**src/rtl/bgc_pkg.sv**
```systemverilog
// constants and types shared by the commutation gate control block
package bgc_pkg;
    // register byte offsets on the bus
    localparam logic [7:0] ADDR_GATE = 8'h00;
    localparam logic [7:0] ADDR_SUB = 8'h04;
    localparam logic [7:0] ADDR_DTO = 8'h08;
    localparam logic [7:0] ADDR_OME = 8'h0c;
    localparam logic [7:0] ADDR_CTL = 8'h10;
    // reset values, fixed read bits and counter step
    localparam logic [7:0] GATE_RST = 8'h80;
    localparam logic [7:0] GATE_RSV = 8'h80;
    localparam logic [15:0] SUB_RST = 16'h0000;
    localparam logic [15:0] DTO_RST = 16'hffff;
    localparam logic [5:0] OME_RST = 6'h00;
    localparam logic [7:0] OME_RSV = 8'hc0;
    localparam logic [2:0] CTL_RST = 3'h0;
    localparam logic [15:0] CNT_STEP = 16'h0001;
    // gate and timer control field positions
    localparam int GATE_MOTOR = 6;
    localparam int GATE_N = 5;
    localparam int GATE_P = 4;
    localparam int GATE_SRC = 3;
    localparam int CTL_RUN = 2;
    // bus encodings
    localparam logic [2:0] SIZE_HALF = 3'h1;
    localparam int HTRANS_ACT = 1;
    // pin order: u+, v+, w+, u-, v-, w-
    localparam int NPIN = 6;
    localparam int NPOS = 3;
    // timer operating mode
    typedef enum logic [1:0] {
        BGC_NORMAL = 2'h0,
        BGC_COMP = 2'h1,
        BGC_RSYNC = 2'h2
    } bgc_mode_e;
    // phase code (w,v,u) to pins that are on
    localparam logic [5:0] PHASE_ON [8] = '{
        6'h00, 6'h21, 6'h0a, 6'h22, 6'h14, 6'h11, 6'h0c, 6'h00
    };
endpackage : bgc_pkg

```
**src/rtl/bgc_if.sv**
```systemverilog
// phase code and on-pin vector between the top and the decoder
`timescale 1ns/1ps
interface bgc_if;
    logic [2:0] code; // selected phase code (w,v,u)
    logic [5:0] on; // pins that the code turns on
    modport src (output code, input on);
    modport dec (input code, output on);
endinterface : bgc_if

```
**src/rtl/bgc_top.sv**
```systemverilog
// commutation gate control with ahb-lite register slave
//
// Behaviour
// - motor bit off gives plain pwm outputs
// - gating works only in complementary/reset-sync modes
// - reverse bit picks level or pwm output
// - positive bit picks level or pwm output
// - feedback bit 0 uses hall capture signals
// - feedback bit 1 uses software phase bits
// - software phase bits replace capture inputs
// - phase code decodes to on pin pairs
// - gate register bit 7 reads one
// - read-only 16-bit subcounter, resets to zero
// - restart loads dead-time offset into counter three
// - dead-time offset 16 bits, resets all ones
// - pin drives only when master enable set
//
// The AHB-Lite slave port and the placing of the registers were decided locally.
`timescale 1ns/1ps
module bgc_top (
    input wire logic core_clk,
    input wire logic nrst,
    input wire logic core_ce,
    input wire logic hsel,
    input wire logic [31:0] haddr,
    input wire logic [1:0] htrans,
    input wire logic hwrite,
    input wire logic [2:0] hsize,
    input wire logic [31:0] hwdata,
    input wire logic hready,
    output logic [31:0] hrdata,
    output logic hreadyout,
    output logic hresp,
    input wire logic [5:0] pwm_wave,
    input wire logic [2:0] hall_capture,
    input wire logic pos_level_high,
    input wire logic rev_level_high,
    output logic [5:0] phase_out,
    output logic [5:0] phase_oe,
    output logic [15:0] counter_three
);
    // register storage
    logic [7:0] motor_gate_control;
    logic [15:0] complementary_subcounter;
    logic [15:0] dead_time_offset;
    logic [5:0] output_master_enable;
    logic [2:0] timer_control; // run bit and mode
    logic run_prev; // running flag one cycle ago
    // bus data phase bookkeeping
    logic wr_pend; // a write waits for its data
    logic [7:0] wr_addr; // offset of that write
    // next values
    logic [7:0] next_motor_gate_control;
    logic [15:0] next_complementary_subcounter;
    logic [15:0] next_dead_time_offset;
    logic [5:0] next_output_master_enable;
    logic [2:0] next_timer_control;
    logic next_run_prev;
    logic next_wr_pend;
    logic [7:0] next_wr_addr;
    logic [31:0] next_hrdata;
    logic [15:0] next_counter_three;
    logic [5:0] next_phase_out;
    logic [5:0] next_phase_oe;
    // decode helpers
    logic addr_take; // valid address phase to this slave
    logic wr_ok; // data phase write, halfword or wider
    logic mode_active; // commutation gating in force
    logic restart; // counter three loaded with offset, subcounter cleared
    logic running; // counting in complementary mode
    bgc_pkg::bgc_mode_e mode;
    bgc_if pif ();

    bgc_decode u_dec (
        .pif(pif)
    );

    // address phase qualifier and data phase write strobe
    always_comb begin
        addr_take = hsel && hready && htrans[bgc_pkg::HTRANS_ACT];
        // size was judged in the address phase, see wr_pend
        wr_ok = wr_pend;
    end

    // mode decode and commutation source selection
    always_comb begin
        mode = bgc_bits_to_mode(timer_control[1:0]);
        mode_active = motor_gate_control[bgc_pkg::GATE_MOTOR]
            && (mode == bgc_pkg::BGC_COMP
            || mode == bgc_pkg::BGC_RSYNC);
        if (motor_gate_control[bgc_pkg::GATE_SRC]) begin
            pif.code = motor_gate_control[2:0];
        end else begin
            pif.code = hall_capture;
        end
        running = timer_control[bgc_pkg::CTL_RUN]
            && (mode == bgc_pkg::BGC_COMP);
        restart = running && !run_prev;
    end

    // unknown mode codes fall back to normal
    function automatic bgc_pkg::bgc_mode_e bgc_bits_to_mode(
        input logic [1:0] b
    );
        bgc_pkg::bgc_mode_e m;
        m = bgc_pkg::BGC_NORMAL;
        if (b == bgc_pkg::BGC_COMP) begin
            m = bgc_pkg::BGC_COMP;
        end else if (b == bgc_pkg::BGC_RSYNC) begin
            m = bgc_pkg::BGC_RSYNC;
        end
        return m;
    endfunction : bgc_bits_to_mode

    // bus slave next state: latch writes, prepare read data
    always_comb begin
        // byte writes dropped while hsize still belongs to them
        next_wr_pend = addr_take && hwrite
            && (hsize >= bgc_pkg::SIZE_HALF);
        next_wr_addr = addr_take ? haddr[7:0] : wr_addr;
        next_motor_gate_control = motor_gate_control;
        next_dead_time_offset = dead_time_offset;
        next_output_master_enable = output_master_enable;
        next_timer_control = timer_control;
        next_hrdata = '0;
        // write commits in its data phase
        if (wr_ok) begin
            unique case (wr_addr)
                bgc_pkg::ADDR_GATE: begin
                    // reserved bit held at one
                    next_motor_gate_control = hwdata[7:0]
                        | bgc_pkg::GATE_RSV;
                end
                bgc_pkg::ADDR_DTO: begin
                    next_dead_time_offset = hwdata[15:0];
                end
                bgc_pkg::ADDR_OME: begin
                    next_output_master_enable = hwdata[5:0];
                end
                bgc_pkg::ADDR_CTL: begin
                    next_timer_control = hwdata[2:0];
                end
                // subcounter and unmapped offsets ignore writes
                default: begin
                end
            endcase
        end
        // read data registered for the data phase
        if (addr_take && !hwrite) begin
            unique case (haddr[7:0])
                bgc_pkg::ADDR_GATE: begin
                    next_hrdata[7:0] = motor_gate_control
                        | bgc_pkg::GATE_RSV;
                end
                bgc_pkg::ADDR_SUB: begin
                    next_hrdata[15:0] = complementary_subcounter;
                end
                bgc_pkg::ADDR_DTO: begin
                    next_hrdata[15:0] = dead_time_offset;
                end
                bgc_pkg::ADDR_OME: begin
                    next_hrdata[7:0] = bgc_pkg::OME_RSV
                        | {2'h0, output_master_enable};
                end
                bgc_pkg::ADDR_CTL: begin
                    next_hrdata[2:0] = timer_control;
                end
                // unmapped offsets read zero
                default: begin
                end
            endcase
        end
    end

    // counters: restart loads offset, then both count up
    always_comb begin
        next_run_prev = running;
        next_counter_three = counter_three;
        next_complementary_subcounter = complementary_subcounter;
        if (restart) begin
            next_counter_three = dead_time_offset;
            next_complementary_subcounter = bgc_pkg::SUB_RST;
        end else if (running) begin
            next_counter_three = 16'(counter_three + bgc_pkg::CNT_STEP);
            next_complementary_subcounter =
                16'(complementary_subcounter + bgc_pkg::CNT_STEP);
        end
    end

    // pin levels: ordinary pwm, or gated on/off per phase code
    always_comb begin
        logic sel;
        logic act;
        sel = 1'b0;
        act = 1'b0;
        for (int i = 0; i < bgc_pkg::NPIN; i++) begin
            if (i < bgc_pkg::NPOS) begin
                sel = motor_gate_control[bgc_pkg::GATE_P];
                act = pos_level_high;
            end else begin
                sel = motor_gate_control[bgc_pkg::GATE_N];
                act = rev_level_high;
            end
            if (!mode_active) begin
                next_phase_out[i] = pwm_wave[i];
            end else if (!pif.on[i]) begin
                next_phase_out[i] = !act;
            end else if (sel) begin
                next_phase_out[i] = pwm_wave[i];
            end else begin
                next_phase_out[i] = act;
            end
        end
        next_phase_oe = output_master_enable;
    end

    // all state registers, frozen while the clock enable is low
    always_ff @(posedge core_clk or negedge nrst) begin
        if (!nrst) begin
            motor_gate_control <= bgc_pkg::GATE_RST;
            complementary_subcounter <= bgc_pkg::SUB_RST;
            dead_time_offset <= bgc_pkg::DTO_RST;
            output_master_enable <= bgc_pkg::OME_RST;
            timer_control <= bgc_pkg::CTL_RST;
            run_prev <= 1'b0;
            wr_pend <= 1'b0;
            wr_addr <= '0;
            hrdata <= '0;
            hreadyout <= 1'b0;
            hresp <= 1'b0;
            counter_three <= '0;
            phase_out <= '0;
            phase_oe <= '0;
        end else if (core_ce) begin
            motor_gate_control <= next_motor_gate_control;
            complementary_subcounter <= next_complementary_subcounter;
            dead_time_offset <= next_dead_time_offset;
            output_master_enable <= next_output_master_enable;
            timer_control <= next_timer_control;
            run_prev <= next_run_prev;
            wr_pend <= next_wr_pend;
            wr_addr <= next_wr_addr;
            hrdata <= next_hrdata;
            hreadyout <= 1'b1;
            hresp <= 1'b0;
            counter_three <= next_counter_three;
            phase_out <= next_phase_out;
            phase_oe <= next_phase_oe;
        end
    end

    logic rd_gate; // data phase of a gate register read
    always_ff @(posedge core_clk or negedge nrst) begin
        if (!nrst) begin
            rd_gate <= 1'b0;
        end else if (core_ce) begin
            rd_gate <= addr_take && !hwrite
                && haddr[7:0] == bgc_pkg::ADDR_GATE;
        end
    end
endmodule : bgc_top

```
**src/rtl/bgc_decode.sv**
```systemverilog
// decoder from commutation phase code to the six pin on-states
`timescale 1ns/1ps
module bgc_decode (
    bgc_if.dec pif
);
    // table lookup, codes 0 and 7 turn every pin off
    always_comb begin
        pif.on = bgc_pkg::PHASE_ON[pif.code];
    end
endmodule : bgc_decode

```
**config.mk**
```make
export PLATFORM = sky130hd
export DESIGN_NAME = bgc_top
export DESIGN_NICKNAME = d
export VERILOG_FILES = /design/src/rtl/bgc_pkg.sv /design/src/rtl/bgc_if.sv /design/src/rtl/bgc_top.sv /design/src/rtl/bgc_decode.sv
export SDC_FILE = /design/constraint.sdc
export NUM_CORES = 1
export LEC_CHECK = 0
export BUFFER_PORTS_ARGS = -buffer_cell sky130_fd_sc_hd__buf_2
export CAP_MARGIN = 30
export CORE_ASPECT_RATIO = 1.2
export CORE_UTILIZATION = 52
export DETAILED_ROUTE_END_ITERATION = 6
export GPL_TIMING_DRIVEN = 0
export PLACE_DENSITY = 0.88
export SLEW_MARGIN = 20
export SYNTH_ARGS = -nofsm -noshare
export SYNTH_HDL_FRONTEND = slang
export SYNTH_HIERARCHICAL = 1
export SYNTH_SLANG_ARGS = --single-unit
```
**constraint.sdc**
```tcl
create_clock -name core_clk -period 2.86 [get_ports core_clk]
set_input_delay 0.572 -clock core_clk [delete_from_list [all_inputs] [get_ports core_clk]]
set_output_delay 0.572 -clock core_clk [all_outputs]
set_load 0.03 [all_outputs]
```
==> qor.yml <==
synthesis:
  sequential_to_total_area_share_from_yosys_stat: 0.499
  synthArstFlopShare: 1.00
  synth.avg_cell_area_um2: 10.7
  synth_cell_type_count: 51
  yosys_register_bits: 103
  synth_enable_flop_cells: 0
  syn_inst: 486
  synth_area_mm2: 0.00520
  postSynth.topFlopCell: "sky130_fd_sc_hd__dfrtp_1"
  ys.warnings.count: 6
timing:
  setup_viol: 0
  timing.final.crit_period_ns: 2.58
  worst-slew-pin-transition_ns: 0.869
  layout_worst_path_cycle_share: 0.901
  fmax_mhz: 388
  grt_setup_unrepaired: "false"
  clock-skew-final_ns: 0.00729
  headroom_to_the_max_slew_limit: 0.415
  timing.final.max_slew_violations: 0
  total_count_of_hold_check_failures_in_the_final_report: 0
global_route:
  maximum_number_of_pins_on_one_net_before_global_route_repair: 79
  grt_antenna_before_repair: 0
  grtUsageTotal: 0.263
  global_route_wire_length_before_repair_um: 21200
  grt_remaining_overflow: 0
  first_global_vias: 4268
die:
  floorplan.initialDensity: 0.541
  die_w_um: 93.3
  die_height_um: 112
  fp.coreArea_mm2: 0.00961
  top_level_port_count: 148
  floorplan.die_area_mm2: 0.0104
  std_cell_rows: 39
clock_network:
  numCtsBuffers: 9
  clk_lat_worst_skew_ns: 0.34
  clockRootBuffer: "sky130_fd_sc_hd__clkbuf_16"
  cts-hold-fix-buffers: 0
  clockBufferDepth: 2
  clock_sinks: 103
  cts_setup_buffers: 0
  cts-htree-levels: 3
  cts.reportedPaths.clkPinSlew_ns: 0.07
  cts.repair.resized: 0
  tritoncts: "yes"
worst_setup_path:
  kind_of_cell_adding_the_most_delay_to_the_critical_path: "simple AND/OR/NAND/NOR gates"
  worst-r2r-setup-slack_ns: 0.32
  worst_path_max_delay_cell: "sky130_fd_sc_hd__nor4_1"
  crit-reg2reg-capture: "dead_time_offset[15]$_DFFE_PN1P_"
  r2r_start: "wr_addr[0]$_DFFE_PN0P_"
  peak_per_stage_delay_on_the_critical_path_ns: 0.87
  crit_path_start_kind: "primary input"
  critPathMaxFanout: 10
  critical_path_cell_by_cell: "buf_2, nand4_1, nor4_1, nand2b_1, clkbuf_1, o22ai_1"
  reg2regPathDepth: 5
  cp_num_buf_inv: 2
  critical_path_sink_type: "flop"
  crit_arrival_ns: 2.83
  worst_ep_required_time_ns: 3.12
  worst-setup-path-type: "in -> reg"
route:
  drc_errors: 0
  ant_nets: 0
  detail_route.first_pass.iterations: 5
  viasPerCell: 5.89
  route.vias.total: 4291
  total_wirelength_of_the_detailed_routed_design_um: 12800
  wl_per_cell_um: 17.6
  drt-initial-drc-count: 370
cells_and_area:
  antenna_cells_inserted: 0
  areaGrowthSynthToFinish_pct: 18.3
  instances_no_fill: 729
  finish.net_count: 690
  postLayoutCellArea_mm2: 0.00616
  post_route_cells_drive_above_1_share: 0.330
power_and_ir_drop:
  switching_part_of_the_total_power: 0.250
  power.clock.fraction: 0.366
  p_int_uw: 2300
  power_density_mw_per_mm2: 497
  power.static_leakage_uw: 0.00282
  power.share.combinational: 0.111
  p_sw_uw: 765
  irDropWorstVdd_v: 0.000308
  seqPwrFrac: 0.523
place:
  detailed_place.area_mm2: 0.00589
  hpwl_um: 9400
  placedCellCount: 713
  port_buffers: 87
  last_weighted_congestion_value_of_the_routability_driven_placer: 0.857
hold_path:
  min-delay-path-class: "in -> async"
run:
  max-cap-violations: 0
status:
  status: "finished, final reports clean"
==> metrics by stage <==
stage,TNS (ns),power [uW],utilization,setup slack (ns),hold slack [ns]
after floorplan,0,1820,-,0.539,0.276
after global placement,-0.0268,1940,0.609,-0.00530,0.446
after detailed placement,-0.639,1960,0.613,-0.0869,0.449
after CTS,0,3070,0.640,0.272,0.0835
after global routing,0,3170,0.640,0.0801,0.0933
final,0,3060,0.640,0.282,0.0796
==> power groups by stage <==
stage          sequential [uW]  combinational [uW]  clock [uW]
6_report                  1600                 341        1120
5_1_grt                   1610                 370        1200
4_1_cts                   1600                 342        1130
3_5_place_dp              1620                 340           0
3_3_place_gp              1620                 322           0
2_1_floorplan             1620                 201           0
==> flip-flops by register name, indices dropped and copies added, names as in the netlist, 3 cells and up <==
signal	count
phase_oe	6
counter_three	16
timer_control	3
motor_gate_control	7
next_phase_oe	6
wr_addr	8
complementary_subcounter	16
hrdata	16
phase_out	6
dead_time_offset	16
==> routing by layer <==
metal	wire [um]	global-route usage
met5	0	0
met4	409	0.119
met3	643	0.0403
met2	6550	0.450
met1	5200	0.325
==> worst reg2reg max path, delay by kind of cell, from the launching register on <==
family,cells,cell delay [ns]
flops,1,0.37
buf+inv,1,0.21
mux,1,0.35
simple gates,3,1.52
==> area by class of cell <==
cell class                 instances  area, um2
clock buffer                      14        254
buffer                            42        233
clock inverter                     2       10.0
timing repair buffer              88        469
fill                             779       3460
inverter                          33        124
sequential                       103       2600
tap                              123        154
multi-input combinational        324       2310
==> kinds of logic after synthesis <==
family	count (synthesis)	synth area share
simple gates	118	0.131
mux	65	0.144
buf+inv	75	0.0685
flops	103	0.499
other cells	1	0.000721
xor+xnor	5	0.00842
fa+ha+maj	3	0.00722
compound gates	116	0.141
==> synth_stat cells (7+ instances only) <==
cell,number,share of area
sky130_fd_sc_hd__nor3_1,9,0.0087
sky130_fd_sc_hd__dfstp_2,16,0.081
sky130_fd_sc_hd__o221ai_1,8,0.013
sky130_fd_sc_hd__nand3_1,10,0.0096
sky130_fd_sc_hd__clkbuf_1,21,0.015
sky130_fd_sc_hd__o21ai_0,26,0.025
sky130_fd_sc_hd__nor4_1,7,0.0084
sky130_fd_sc_hd__nor2_1,20,0.014
sky130_fd_sc_hd__a22oi_1,8,0.012
sky130_fd_sc_hd__nand3b_1,7,0.010
sky130_fd_sc_hd__nand4_1,10,0.012
sky130_fd_sc_hd__mux2_2,50,0.11
sky130_fd_sc_hd__buf_4,17,0.025
sky130_fd_sc_hd__inv_1,33,0.024
sky130_fd_sc_hd__o22ai_1,22,0.026
sky130_fd_sc_hd__dfrtp_1,87,0.42
sky130_fd_sc_hd__or3_1,7,0.0084
sky130_fd_sc_hd__mux2i_1,12,0.023
sky130_fd_sc_hd__nand2_1,18,0.013
sky130_fd_sc_hd__a21oi_1,28,0.027
==> worst max path at each step <==
stage / slack, ns / cells past startpoint / to / startpoint
after detailed placement: -0.09 / 6 / hrdata[13]$_DFFE_PN0P_ / core_ce
after global placement: -0.005 / 6 / hrdata[8]$_DFFE_PN0P_ / core_ce
final: 0.28 / 6 / hrdata[8]$_DFFE_PN0P_ / core_ce
after CTS: 0.27 / 6 / hrdata[8]$_DFFE_PN0P_ / core_ce
after floorplan: 0.54 / 5 / dead_time_offset[10]$_DFFE_PN1P_ / wr_addr[0]$_DFFE_PN0P_
after global routing: 0.08 / 6 / hrdata[13]$_DFFE_PN0P_ / core_ce
==> placed cells by master (no fill, tap or decap), types with 6 or more instances in the layout <==
master | Yosys | routed
sky130_fd_sc_hd__o22ai_1 | 22 | 22
sky130_fd_sc_hd__a22oi_1 | 8 | 8
sky130_fd_sc_hd__nor3_1 | 9 | 9
sky130_fd_sc_hd__buf_4 | 17 | 17
sky130_fd_sc_hd__dfstp_2 | 16 | 16
sky130_fd_sc_hd__nor2_1 | 20 | 20
sky130_fd_sc_hd__inv_1 | 33 | 33
sky130_fd_sc_hd__o21ai_0 | 26 | 26
sky130_fd_sc_hd__nand3_1 | 10 | 10
sky130_fd_sc_hd__mux2_2 | 50 | 50
sky130_fd_sc_hd__conb_1 | 1 | 17
sky130_fd_sc_hd__clkbuf_1 | 21 | 25
sky130_fd_sc_hd__mux2i_1 | 12 | 12
sky130_fd_sc_hd__nor2b_1 | 6 | 6
sky130_fd_sc_hd__nand3b_1 | 7 | 7
sky130_fd_sc_hd__buf_2 | 0 | 86
sky130_fd_sc_hd__or3_1 | 7 | 7
sky130_fd_sc_hd__dfrtp_1 | 87 | 87
sky130_fd_sc_hd__nand2_1 | 18 | 18
sky130_fd_sc_hd__nor4_1 | 7 | 6
sky130_fd_sc_hd__nand4_1 | 10 | 10
sky130_fd_sc_hd__a21oi_1 | 28 | 28
sky130_fd_sc_hd__o221ai_1 | 8 | 8
sky130_fd_sc_hd__clkbuf_16 | 0 | 9
(Power assumes the default switching activity.)
